<file path="src/include/ldst_ext_pkg.sv">
// Package with encodings, states and constants for the custom load/store decode block.
package ldst_ext_pkg;
  localparam logic [6:0] OPC_CUSTOM_LD = 7'h0b;   // Post-increment load opcode 0001011.
  localparam logic [6:0] OPC_LOAD      = 7'h03;   // Standard load opcode 0000011.
  localparam logic [6:0] OPC_CUSTOM_ST = 7'h2b;   // Post-increment store opcode 0101011.
  localparam logic [6:0] OPC_STORE     = 7'h23;   // Standard store opcode 0100011.
  localparam logic [2:0] F3_LB         = 3'h0;    // Signed byte.
  localparam logic [2:0] F3_LH         = 3'h1;    // Signed half.
  localparam logic [2:0] F3_LW         = 3'h2;    // Word.
  localparam logic [2:0] F3_LBU        = 3'h4;    // Unsigned byte.
  localparam logic [2:0] F3_LHU        = 3'h5;    // Unsigned half.
  localparam logic [2:0] F3_ELW        = 3'h6;    // Event load word.
  localparam logic [2:0] F3_REG        = 3'h7;    // Register-offset load forms.
  localparam logic [2:0] F3_SB_REG     = 3'h4;    // Register-offset byte store.
  localparam logic [2:0] F3_SH_REG     = 3'h5;    // Register-offset half store.
  localparam logic [2:0] F3_SW_REG     = 3'h6;    // Register-offset word store.
  localparam logic [6:0] F7_LB         = 7'h00;   // Register-offset signed byte.
  localparam logic [6:0] F7_LBU        = 7'h20;   // Register-offset unsigned byte.
  localparam logic [6:0] F7_LH         = 7'h08;   // Register-offset signed half.
  localparam logic [6:0] F7_LHU        = 7'h28;   // Register-offset unsigned half.
  localparam logic [6:0] F7_LW         = 7'h10;   // Register-offset word.
  localparam logic [6:0] F7_ZERO       = 7'h00;   // Upper bits of register stores.
  localparam logic [1:0] SIZE_BYTE     = 2'h0;    // Access size byte.
  localparam logic [1:0] SIZE_HALF     = 2'h1;    // Access size half.
  localparam logic [1:0] SIZE_WORD     = 2'h2;    // Access size word.
  // Execution phases of one instruction.
  typedef enum logic [1:0] {
    st_idle,
    st_mem,
    st_base_wb
  } phase_t;
endpackage

</file>
<file path="src/core/ldst_extend.sv">
// Load data extractor that aligns and sign or zero extends a load result.
module ldst_extend
  import ldst_ext_pkg::*;
(
  input  wire logic [31:0] raw_data,
  input  wire logic [1:0]  byte_offset,
  input  wire logic [1:0]  size,
  input  wire logic        is_signed,
  output logic      [31:0] ext_data
);
  logic [31:0] shifted;   // Data shifted down so the addressed lane sits at bit zero.

  // Shift the addressed lane down, then extend it to the full word.
  always_comb begin
    shifted = raw_data >> {byte_offset, 3'h0};
    unique case (size)
      SIZE_BYTE: ext_data = {{24{is_signed & shifted[7]}}, shifted[7:0]};
      SIZE_HALF: ext_data = {{16{is_signed & shifted[15]}}, shifted[15:0]};
      default:   ext_data = shifted;
    endcase
  end
endmodule

</file>
<file path="src/core/ldst_ext_decode.sv">
// Decoder and sequencer for the custom post-increment, indexed and event load/store instructions.
// Overview of operation
// RL1 - Access at old base, then write incremented base.
// RL2 - Base from register; immediate or register increment.
// RL3 - Custom forms only when extension parameter is 1.
// RL4 - Operands signed; immediates sign-extended.
// RL5 - Immediate post-increment loads use opcode 0001011.
// RL6 - Register post-increment loads use funct3 111.
// RL7 - Indexed loads use opcode 0000011, funct3 111.
// RL8 - Indexed load reads base plus offset, extended.
// RL9 - Immediate stores: opcode 0101011, split offset.
// RL10 - Immediate store writes source, base adds immediate.
// RL11 - Register post-increment stores: funct7 zero, 100-110.
// RL12 - Register store adds third register to base.
// RL13 - Indexed stores use opcode 0100011, offset bits 11:7.
// RL14 - Indexed store leaves base register unchanged.
// RL15 - Event load only with cluster parameter 1.
// RL16 - Event load loads word, may request sleep.
// RL17 - Event address is base plus sign-extended immediate.
// RL18 - Event load: opcode 0000011, funct3 110.
// RL19 - Extra writeback cycle for base, stalling issue.
// RL20 - Illegal exception when extension disabled.
module ldst_ext_decode
  import ldst_ext_pkg::*;
#(
  parameter bit custom_ext_enable_param = 1'b1,   // Enables the post-increment and indexed forms.
  parameter bit cluster_support_param   = 1'b1    // Enables the event load.
)
(
  input  wire logic        clock,
  input  wire logic        reset_n,
  input  wire logic        instr_valid,
  input  wire logic [31:0] instr,
  output logic             instr_ready,
  output logic             illegal_instr,
  output logic [4:0]       rs1_addr,
  output logic [4:0]       rs2_addr,
  output logic [4:0]       rs3_addr,
  input  wire logic [31:0] rs1_data,
  input  wire logic [31:0] rs2_data,
  input  wire logic [31:0] rs3_data,
  output logic             mem_req,
  output logic             mem_we,
  output logic [31:0]      mem_addr,
  output logic [3:0]       mem_be,
  output logic [31:0]      mem_wdata,
  input  wire logic        mem_gnt,
  input  wire logic        mem_rvalid,
  input  wire logic [31:0] mem_rdata,
  output logic             rf_we,
  output logic [4:0]       rf_waddr,
  output logic [31:0]      rf_wdata,
  output logic             sleep_req
);
  phase_t      phase, next_phase;           // Current execution phase.
  logic        is_store, next_is_store;     // Latched operation is a store.
  logic        post_inc, next_post_inc;     // Latched operation writes the base back.
  logic        is_event, next_is_event;     // Latched operation is the event load.
  logic        ld_signed, next_ld_signed;   // Sign-extend the load result.
  logic [1:0]  size, next_size;             // Latched access size.
  logic [4:0]  dest, next_dest;             // Load destination register.
  logic [4:0]  base_reg, next_base_reg;     // Base register index.
  logic [31:0] addr, next_addr;             // Latched access address.
  logic [31:0] new_base, next_new_base;     // Incremented base value waiting for writeback.
  logic [31:0] wdata, next_wdata;           // Latched store data, lane aligned.
  logic        req_sent, next_req_sent;     // Memory request has been granted.
  logic        illegal, next_illegal;       // One-cycle illegal instruction pulse.
  logic        wb_en, next_wb_en;           // Registered writeback strobe.
  logic [4:0]  wb_addr, next_wb_addr;       // Registered writeback address.
  logic [31:0] wb_data, next_wb_data;       // Registered writeback data.
  logic        sleep, next_sleep;           // Registered sleep request pulse.

  // Decoded fields of the incoming instruction.
  logic [6:0]  opc;
  logic [2:0]  f3;
  logic [6:0]  f7;
  logic [31:0] imm_i;        // Load immediate, sign extended.
  logic [31:0] imm_s;        // Split store immediate, sign extended.
  logic        dec_hit;      // Instruction is one of ours and is legal.
  logic        dec_custom;   // Instruction is one of the extension encodings.
  logic        dec_store;
  logic        dec_post;
  logic        dec_event;
  logic        dec_signed;
  logic [1:0]  dec_size;
  logic [31:0] dec_addr;
  logic [31:0] dec_incr;
  logic [31:0] load_ext;     // Extended load result.

  assign opc   = instr[6:0];
  assign f3    = instr[14:12];
  assign f7    = instr[31:25];
  assign imm_i = {{20{instr[31]}}, instr[31:20]};                 // RL4
  assign imm_s = {{20{instr[31]}}, instr[31:25], instr[11:7]};    // RL9 RL4

  // Register index outputs; rs3 is in bits 11:7 for the register stores.
  assign rs1_addr = instr[19:15];
  assign rs2_addr = instr[24:20];
  assign rs3_addr = instr[11:7];   // RL11 RL13

  // Decode one instruction into kind, size, address and increment.
  always_comb begin
    dec_custom = 1'b0;
    dec_store  = 1'b0;
    dec_post   = 1'b0;
    dec_event  = 1'b0;
    dec_signed = 1'b0;
    dec_size   = SIZE_WORD;
    dec_addr   = rs1_data;   // RL1 RL2
    dec_incr   = imm_i;
    if (opc == OPC_CUSTOM_LD && f3 != F3_REG) begin
      // Immediate post-increment loads.
      dec_post   = 1'b1;   // RL5
      dec_custom = (f3 == F3_LB) || (f3 == F3_LBU) || (f3 == F3_LH) || (f3 == F3_LHU) || (f3 == F3_LW);
      dec_signed = !f3[2];
      dec_size   = (f3[1:0] == 2'h0) ? SIZE_BYTE : (f3[1:0] == 2'h1) ? SIZE_HALF : SIZE_WORD;
    end else if ((opc == OPC_CUSTOM_LD || opc == OPC_LOAD) && f3 == F3_REG) begin
      // Register-offset loads, post-increment or indexed.
      dec_post   = (opc == OPC_CUSTOM_LD);   // RL6 RL7
      dec_custom = (f7 == F7_LB) || (f7 == F7_LBU) || (f7 == F7_LH) || (f7 == F7_LHU) || (f7 == F7_LW);
      dec_signed = !f7[5];
      dec_size   = (f7 == F7_LW) ? SIZE_WORD : f7[3] ? SIZE_HALF : SIZE_BYTE;
      dec_incr   = rs2_data;
      if (!dec_post) begin
        dec_addr = rs1_data + rs2_data;   // RL8
      end
    end else if (opc == OPC_CUSTOM_ST && f3 <= F3_LW) begin
      // Immediate post-increment stores.
      dec_custom = 1'b1;   // RL9
      dec_store  = 1'b1;
      dec_post   = 1'b1;
      dec_size   = f3[1:0];
      dec_incr   = imm_s;   // RL10
    end else if ((opc == OPC_CUSTOM_ST || opc == OPC_STORE) && f7 == F7_ZERO &&
                 (f3 == F3_SB_REG || f3 == F3_SH_REG || f3 == F3_SW_REG)) begin
      // Register-offset stores, post-increment or indexed.
      dec_custom = 1'b1;   // RL11 RL13
      dec_store  = 1'b1;
      dec_post   = (opc == OPC_CUSTOM_ST);
      dec_size   = f3[1:0] - 2'h0;
      dec_incr   = rs3_data;   // RL12
      if (!dec_post) begin
        dec_addr = rs1_data + rs3_data;   // RL14
      end
    end else if (opc == OPC_LOAD && f3 == F3_ELW) begin
      // Event load word.
      dec_event = 1'b1;   // RL18
      dec_addr  = rs1_data + imm_i;   // RL17
    end
    dec_hit = (dec_custom && custom_ext_enable_param) || (dec_event && cluster_support_param);   // RL3 RL15
  end

  // Store data is replicated across lanes; byte enables pick the lane.
  always_comb begin
    mem_be = 4'hf;
    unique case (size)
      SIZE_BYTE: mem_be = 4'h1 << addr[1:0];
      SIZE_HALF: mem_be = 4'h3 << {addr[1], 1'b0};
      default:   mem_be = 4'hf;
    endcase
  end

  ldst_extend u_extend (
    .raw_data    (mem_rdata),
    .byte_offset (addr[1:0]),
    .size        (size),
    .is_signed   (ld_signed),
    .ext_data    (load_ext)
  );

  // Sequencer: issue, memory phase, then for post-increment forms an extra cycle for the base writeback.
  always_comb begin
    next_phase     = phase;
    next_is_store  = is_store;
    next_post_inc  = post_inc;
    next_is_event  = is_event;
    next_ld_signed = ld_signed;
    next_size      = size;
    next_dest      = dest;
    next_base_reg  = base_reg;
    next_addr      = addr;
    next_new_base  = new_base;
    next_wdata     = wdata;
    next_req_sent  = req_sent;
    next_illegal   = 1'b0;
    next_wb_en     = 1'b0;
    next_wb_addr   = wb_addr;
    next_wb_data   = wb_data;
    next_sleep     = 1'b0;
    unique case (phase)
      st_idle: begin
        if (instr_valid && dec_hit) begin
          next_phase     = st_mem;
          next_is_store  = dec_store;
          next_post_inc  = dec_post;
          next_is_event  = dec_event;
          next_ld_signed = dec_signed;
          next_size      = dec_size;
          next_dest      = instr[11:7];
          next_base_reg  = instr[19:15];
          next_addr      = dec_addr;
          next_new_base  = rs1_data + dec_incr;   // RL1
          next_wdata     = (dec_size == SIZE_BYTE) ? {4{rs2_data[7:0]}} :
                           (dec_size == SIZE_HALF) ? {2{rs2_data[15:0]}} : rs2_data;   // RL10
          next_req_sent  = 1'b0;
        end else if (instr_valid && (dec_custom || dec_event)) begin
          // Disabled encodings trap instead of executing.
          next_illegal = 1'b1;   // RL20
        end
      end
      st_mem: begin
        if (mem_req && mem_gnt) begin
          next_req_sent = 1'b1;
        end
        if (is_store && mem_req && mem_gnt) begin
          next_phase = post_inc ? st_base_wb : st_idle;
        end else if (!is_store && req_sent && mem_rvalid) begin
          // Load data returns; destination is written first.
          next_wb_en   = 1'b1;
          next_wb_addr = dest;
          next_wb_data = load_ext;   // RL8 RL16
          next_sleep   = is_event;   // RL16
          next_phase   = post_inc ? st_base_wb : st_idle;
        end
      end
      st_base_wb: begin
        // Base writeback happens in its own cycle so one write port suffices.
        next_wb_en   = 1'b1;   // RL19
        next_wb_addr = base_reg;
        next_wb_data = new_base;   // RL1 RL12
        next_phase   = st_idle;
      end
      default: next_phase = st_idle;
    endcase
  end

  // Register all sequencer state; synchronous reset clears control.
  always_ff @(posedge clock) begin
    if (!reset_n) begin
      phase     <= st_idle;
      is_store  <= 1'b0;
      post_inc  <= 1'b0;
      is_event  <= 1'b0;
      ld_signed <= 1'b0;
      size      <= SIZE_WORD;
      dest      <= 5'h00;
      base_reg  <= 5'h00;
      addr      <= 32'h0000_0000;
      new_base  <= 32'h0000_0000;
      wdata     <= 32'h0000_0000;
      req_sent  <= 1'b0;
      illegal   <= 1'b0;
      wb_en     <= 1'b0;
      wb_addr   <= 5'h00;
      wb_data   <= 32'h0000_0000;
      sleep     <= 1'b0;
    end else begin
      phase     <= next_phase;
      is_store  <= next_is_store;
      post_inc  <= next_post_inc;
      is_event  <= next_is_event;
      ld_signed <= next_ld_signed;
      size      <= next_size;
      dest      <= next_dest;
      base_reg  <= next_base_reg;
      addr      <= next_addr;
      new_base  <= next_new_base;
      wdata     <= next_wdata;
      req_sent  <= next_req_sent;
      illegal   <= next_illegal;
      wb_en     <= next_wb_en;
      wb_addr   <= next_wb_addr;
      wb_data   <= next_wb_data;
      sleep     <= next_sleep;
    end
  end

  // Issue stalls while an instruction is in flight.
  assign instr_ready   = (phase == st_idle);   // RL19
  assign illegal_instr = illegal;
  assign mem_req       = (phase == st_mem) && !req_sent;
  assign mem_we        = is_store;
  assign mem_addr      = addr;
  assign mem_wdata     = wdata;
  assign rf_we         = wb_en;
  assign rf_waddr      = wb_addr;
  assign rf_wdata      = wb_data;
  assign sleep_req     = sleep;

  // Post-increment base writeback carries the latched incremented value.
  base_wb_value_a: assert property (@(posedge clock) disable iff (!reset_n) // RL1
    (phase == st_base_wb) |=> (rf_we && rf_waddr == base_reg && rf_wdata == $past(new_base)))
    else $error("Base writeback value wrong.");

  // Memory address is the old base for post-increment forms.
  post_addr_a: assert property (@(posedge clock) disable iff (!reset_n) // RL2
    (phase == st_idle && instr_valid && dec_hit && dec_post) |=> (mem_addr == $past(rs1_data)))
    else $error("Post-increment address not base.");

  // Disabled extension never starts a custom access.
  ext_gate_a: assert property (@(posedge clock) disable iff (!reset_n) // RL3
    (phase == st_idle && instr_valid && dec_custom && !custom_ext_enable_param) |=> (phase == st_idle))
    else $error("Custom instruction executed while disabled.");

  // Indexed load address is base plus offset.
  idx_addr_a: assert property (@(posedge clock) disable iff (!reset_n) // RL8
    (phase == st_idle && instr_valid && dec_hit && opc == OPC_LOAD && f3 == F3_REG)
      |=> (mem_addr == $past(rs1_data) + $past(rs2_data) && !post_inc))
    else $error("Indexed load address wrong.");

  // Indexed stores go straight back to idle without a base write.
  idx_store_a: assert property (@(posedge clock) disable iff (!reset_n) // RL14
    (phase == st_mem && is_store && !post_inc && mem_req && mem_gnt) |=> (phase == st_idle) ##1 !rf_we)
    else $error("Indexed store modified base.");

  // Event load address uses the sign-extended immediate.
  event_addr_a: assert property (@(posedge clock) disable iff (!reset_n) // RL17
    (phase == st_idle && instr_valid && dec_hit && dec_event)
      |=> (mem_addr == $past(rs1_data) + {{20{$past(instr[31])}}, $past(instr[31:20])}))
    else $error("Event load address wrong.");

  // Sleep request only pulses with the event load's data writeback.
  sleep_pulse_a: assert property (@(posedge clock) disable iff (!reset_n) // RL16
    sleep_req |-> (rf_we && rf_waddr == dest))
    else $error("Sleep request without event load result.");

  // Issue stalls from the cycle after an instruction is taken, while its request goes out.
  issue_stall_a: assert property (@(posedge clock) disable iff (!reset_n) // RL19
    (instr_ready && instr_valid && dec_hit) |=> (!instr_ready && mem_req))
    else $error("Issue not stalled during sequence.");

  // Disabled encodings raise the illegal pulse the next cycle.
  illegal_raise_a: assert property (@(posedge clock) disable iff (!reset_n) // RL20
    (phase == st_idle && instr_valid && (dec_custom || dec_event) && !dec_hit) |=> illegal_instr)
    else $error("Illegal instruction not raised.");
endmodule

</file>
<file path="config.mk">
export PLATFORM = sky130hd
export DESIGN_NAME = ldst_ext_decode
export DESIGN_NICKNAME = d
export VERILOG_FILES = /design/src/include/ldst_ext_pkg.sv /design/src/core/ldst_extend.sv /design/src/core/ldst_ext_decode.sv
export SDC_FILE = /design/constraint.sdc
export NUM_CORES = 1
export LEC_CHECK = 0
export BUFFER_PORTS_ARGS = -buffer_cell sky130_fd_sc_hd__buf_2
export CORE_MARGIN = 2
export CORE_UTILIZATION = 56
export CTS_CLUSTER_SIZE = 10
export DETAILED_ROUTE_END_ITERATION = 8
export GPL_TIMING_DRIVEN = 0
export PLACE_DENSITY = 0.81
export SLEW_MARGIN = 20
export SYNTH_ARGS = -nofsm -noshare
export SYNTH_HDL_FRONTEND = slang
export SYNTH_SLANG_ARGS = --single-unit
</file>
<file path="constraint.sdc">
create_clock -name clock -period 8.39 [get_ports clock]
set_clock_uncertainty 0.15 [all_clocks]
set_input_delay 0.839 -clock clock [delete_from_list [all_inputs] [get_ports clock]]
set_output_delay 0.839 -clock clock [all_outputs]
set_load 0.05 [all_outputs]
</file>
== Word level (Yosys, flattened, before mapping) ==
Index checks and enable logic that the tools add are counted.

* Flip-flop bits (word level): 154
* Output and inout bits: 126
* Word-level logic and storage cells: 154

* $add $sub $neg: 4
* Order comparisons: 1
* Equality and inequality tests: 25
* Shift-type cells: 3
* Mux-type cells: 57
* Bitwise gates (word level): 5
* Reduce and logical (&&, ||, !) cells: 43

{| class="wikitable"
|+ Operators with widths
! kind !! number
|-
| 2-to-1 mux 32 bit || 15
|-
| adder 32 bit || 4
|-
| one-hot mux 32 bit (2 select lines) || 2
|-
| right shift 32 x 5 -> 32 bit || 1
|-
| == test 7 x 6 -> 1 bit, second input constant || 4
|-
| 2-to-1 mux 1 bit || 22
|-
| 2-to-1 mux 2 bit || 11
|-
| == test 7 x 4 -> 1 bit, second input constant || 2
|-
| logical AND 1 bit || 13
|-
| logical OR 1 bit || 13
|-
| == test 3 bit, second input constant || 4
|-
| 2-to-1 mux 5 bit || 2
|-
| one-hot mux 5 bit (2 select lines) || 1
|-
| == test 2 x 1 -> 1 bit, second input constant || 4
|-
| logical NOT 2 bit || 4
|-
| one-hot mux 4 bit (2 select lines) || 1
|-
| == test 7 x 2 -> 1 bit, second input constant || 1
|-
| == test 7 x 5 -> 1 bit, second input constant || 1
|-
| logical NOT 7 bit || 1
|-
| inequality test 2 bit, second input constant || 3
|-
| inequality test 3 bit, second input constant || 2
|-
| AND reduction 3 bit || 2
|-
| logical NOT 1 bit || 4
|-
| one-hot mux 1 bit (2 select lines) || 2
|-
| 14 further kinds || 19
|}

== Depth between registers and ports, before layout ==
* Depth after elaboration: 12
* Gate-level depth with buffers: 20
* Depth with buffers taken out: 18

== Hierarchy ==
Synthesis repeated with hierarchy kept, for this count alone.

* Cell total of the unflattened synthesis: 1,983
* Area, all modules: 15,209.6 sq um

{| class="wikitable"
|+ By module, submodules not included
! module !! instances !! cells each !! area each (sq um) !! sequential area each (sq um)
|-
| ldst_ext_decode || 1 || 1,877 || 14,401.3 || 3,083.0
|-
| ldst_extend || 1 || 106 || 808.3 || 0.0
|}

== Worst setup path after synthesis ==
No wires, ideal clock.

* Kind: in2reg
* From: in instr[2]
* To: reg new_base[27]
* Library setup time: 0.123 ns
* Arrival time: 4.399 ns
* Data required time: 8.117 ns
* Path slack: 3.719 ns
* Stages: 19
* Path buffers: 3
* Cell sequence: and4bb_1 -> and3_1 -> and2_1 -> clkbuf_1 -> nor2_1 -> clkbuf_1 -> a21oi_1 -> o22a_1 -> ha_1 -> clkbuf_1 -> a21o_1 -> a21boi_1 -> o21ai_1 -> a311oi_1 -> a211oi_1 -> or3_1 -> a31oi_1 -> xor2_1 -> o21ai_1

* Longest elaborated chain between the ends: 11
* Elaborated cells on any way between the ends: 29
* Classes of those cells: 1 x add/sub; 4 x eq/ne; 13 x mux; 11 x reduce/logical

{| class="wikitable"
|+ RTL lines
! what !! RTL line !! source
|-
| from (decl) || ldst_ext_decode.sv:33 || <nowiki>input wire logic [31:0] instr,</nowiki>
|-
| branches (longest 11 deep; another with adder 32 bit) || n/a ||
|-
| to (signal assigned) || ldst_ext_decode.sv:267 || <nowiki>new_base <= next_new_base;</nowiki>
|-
| to (decl) || ldst_ext_decode.sv:64 || <nowiki>logic [31:0] new_base, next_new_base;</nowiki>
|}

Several ways; the timed one is not identified.
A chain may end at the register's enable or synchronous reset.

== Worst setup path after layout ==
* From: in instr[31]
* To: reg new_base[30]

* Longest elaborated chain between the ends: 10
* Elaborated cells on any way between the ends: 27
* Classes of those cells: 1 x add/sub; 4 x eq/ne; 12 x mux; 10 x reduce/logical

{| class="wikitable"
|+ RTL lines
! what
|-
| branches (longest 10 deep; another with adder 32 bit)
|}

Several ways; the timed one is not identified.

==> metrics.txt <==
status complete, no violations; Fin Hold WS 0.301 ns; largest stage delay on the critical path 0.53 ns; Yosys warnings 0; row count 58; Placement Setup Slack 2.29 ns; CP bufs+invs 3; IO Port Bufs 287; Worst-Skew Late Latency 0.44 ns; routed length per instance 24.2 µm; Yosys top cell area share 21.2%; Worst Setup Start Kind input pin; antenna viol nets, final 0; Async SR Flop Fraction 0%; largest net degree at the start of global routing 27; drc violations 0; slowest CP cell clkbuf_1; via count 17500; Core ar. 25300 µm²; Die Ht 165 µm; Synth top cells by count 252 x a21oi_1, 248 x nand2_1, 170 x nor2_1, 154 x dfxtp_1, 133 x o21ai_0; Final Non-Filler Cells 2633; post_cts resized 0; critical-path cell list buf_2 -> nor4_2 -> nand4b_1 -> a21oi_2 -> clkbuf_1 -> o22ai_1 -> o31ai_1 -> ha_1 -> inv_1 -> fa_1 -> nor2b_1 -> o21ai_0 -> or3b_2 -> o21ai_1 -> a211oi_1 -> nor2_1 -> o21bai_1 -> nor4_1 -> or3_1 -> a31oi_1; initial antenna violation count 0; setup ws final 2.64 ns; CTS max path bufs 2; Initial DRC Count 2254; vias in the first global route 16500; total negative slack 0 ns; dpl cell area 16400 µm²; initial core utilization 57.4%; min Tclk post-route 5.75 ns; die area 27300 µm²; Layout Utilization 67.2%; Mean Syn Cell Area 7.33 µm²; final wirelength 63.6 mm; Inst Count DP 2601; Final Hold Fails 0; GP Congestion 1.06; CTS tree done; max cap viols 0; Yosys reg bits 154; Worst-path clk slew 0.08 ns; ANT cells 0; Pleak 7.32 nW; # fillers 2228; Worst EP required 8.60 ns; I/O pins 291; first-pass GRT wire length 93.6 mm; hpwl dp 50.9 mm; Mapped Area 14500 µm²; Tightest Pin Transition 1.07 ns; Design Area, Final 17000 µm²; fraction of layout cells with a size suffix above 1 16.9%; Final Cycle Share 68.5%; register area 3080 µm²; clock sinks 154; HP Class reg2reg; number of H-tree levels 4; Synth area leader dfxtp_1; CTS Hold Bufs 0; global route overflow 0; final setup violating endpoints 0; dominant synthesized flop cell dfxtp_1; fmax 0.174 GHz; Post-Synthesis Cells 1984; via/cell ratio 6.66; Post-synth EDFFs 0; Worst Path Max Fanout 26; CP Class in2reg; top post-synthesis cells by area dfxtp_1 21%, ha_1 11%, a21oi_1 8.7%; nets 2589; Synth cell types 81; Pre-Repair DR Iteration Count 9; chip width 165 µm; Post-CTS Setup Bufs 0; Total Routing Usage GR 45.5%; maximum VDD drop 0.134 mV; RSZ-0062 raised after global routing false; Multi-input gate area 10700 µm²; Crit. End Element flip-flop; CP Data Arrival Time 5.96 ns; sequential area share after synthesis 21.2%; CP top delay family compound AO/OA/AOI/OAI gates; Final Max Slew Viols 0; Pwr per Cell Area 136 nW/µm²; Syn-to-layout area delta 17.0%; Overall Power 2.31 mW; Net Count, Synth 2283; slew margin rel. 28.2%; most numerous cell in the Yosys netlist a21oi_1; total CTS buffers 17; clock root buffer clkbuf_16
[cell usage in the layout, fill, tap and decap left out, drive strengths merged, types with 38 or more instances in the layout]
cell,instances
inv,50
clkbuf,95
a211oi,71
a21oi,255
nand2,248
dfxtp,154
o21ai,145
nor2,171
nand3,41
nor3,41
xor2,38
xnor2,66
mux2i,44
ha,130
a21o,54
buf,334
[metal layers]
| layer | part of all wire, % | GRT usage, % | vias up | routed length, µm |
|---|---|---|---|---|
| met1 | 37 | 55.2 | 8040 | 23500 |
| met3 | 12 | 11.1 | 295 | 7900 |
| met5 | 0 | 0 | - | 0 |
| met4 | 7.4 | 31.4 | 0 | 4720 |
| li1 | - | - | 7946 | - |
| met2 | 43 | 70.9 | 1243 | 27500 |
[power breakdown]
part | internal, mW | switching [mW]
Clock | 0.431 | 0.391
Combinational | 0.284 | 0.471
Sequential | 0.733 | 0.00208
Total | 1.45 | 0.864
[kinds of logic (layout without fill, tap and decap cells)]
kind of cell,Yosys count,after routing,share of synthesized area [%]
multiplexers,44,44,3.03
other,1,1,0.0258
AND/OR/NAND/NOR,621,621,19.3
AO/OA/AOI/OAI,760,760,33.5
buffers and inverters,166,485,4.96
XOR/XNOR,104,104,6.26
flip-flops,154,154,21.2
adder cells (fa/ha/maj),134,134,11.7
[path summary, 6_finish.rpt]
kind	slack (ns)	cells after the start	startpoint	to
setup / recovery	2.64	20	instr[31]	new_base[30]
hold / removal	0.30	2	rf_wdata[17]	rf_wdata[17]
setup reg to reg	5.00	8	mem_addr[1]	rf_wdata[17]
hold reg to reg	0.30	2	rf_wdata[17]	rf_wdata[17]
[cell type report]
cell class | count | area share [%]
Multi-Input combinational cell | 1664 | 63.1
Clock inverter | 15 | 1.13
Sequential cell | 154 | 18.1
Inverter | 41 | 0.905
Buffer | 125 | 3.34
Clock buffer | 17 | 2.50
Tap cell | 330 | 2.43
Timing Repair Buffer | 287 | 8.44
[worst register-to-register path, stage by stage, from the launching register on]
cell,delay [ns]
dfxtp_1,0.38
clkbuf_1,0.37
mux2i_1,0.29
a21oi_1,0.16
a31oi_1,0.52
o31ai_1,0.35
clkbuf_1,0.32
o221ai_1,0.58
a21oi_1,0.13
Note: power is estimated with default switching activity, not from simulation.
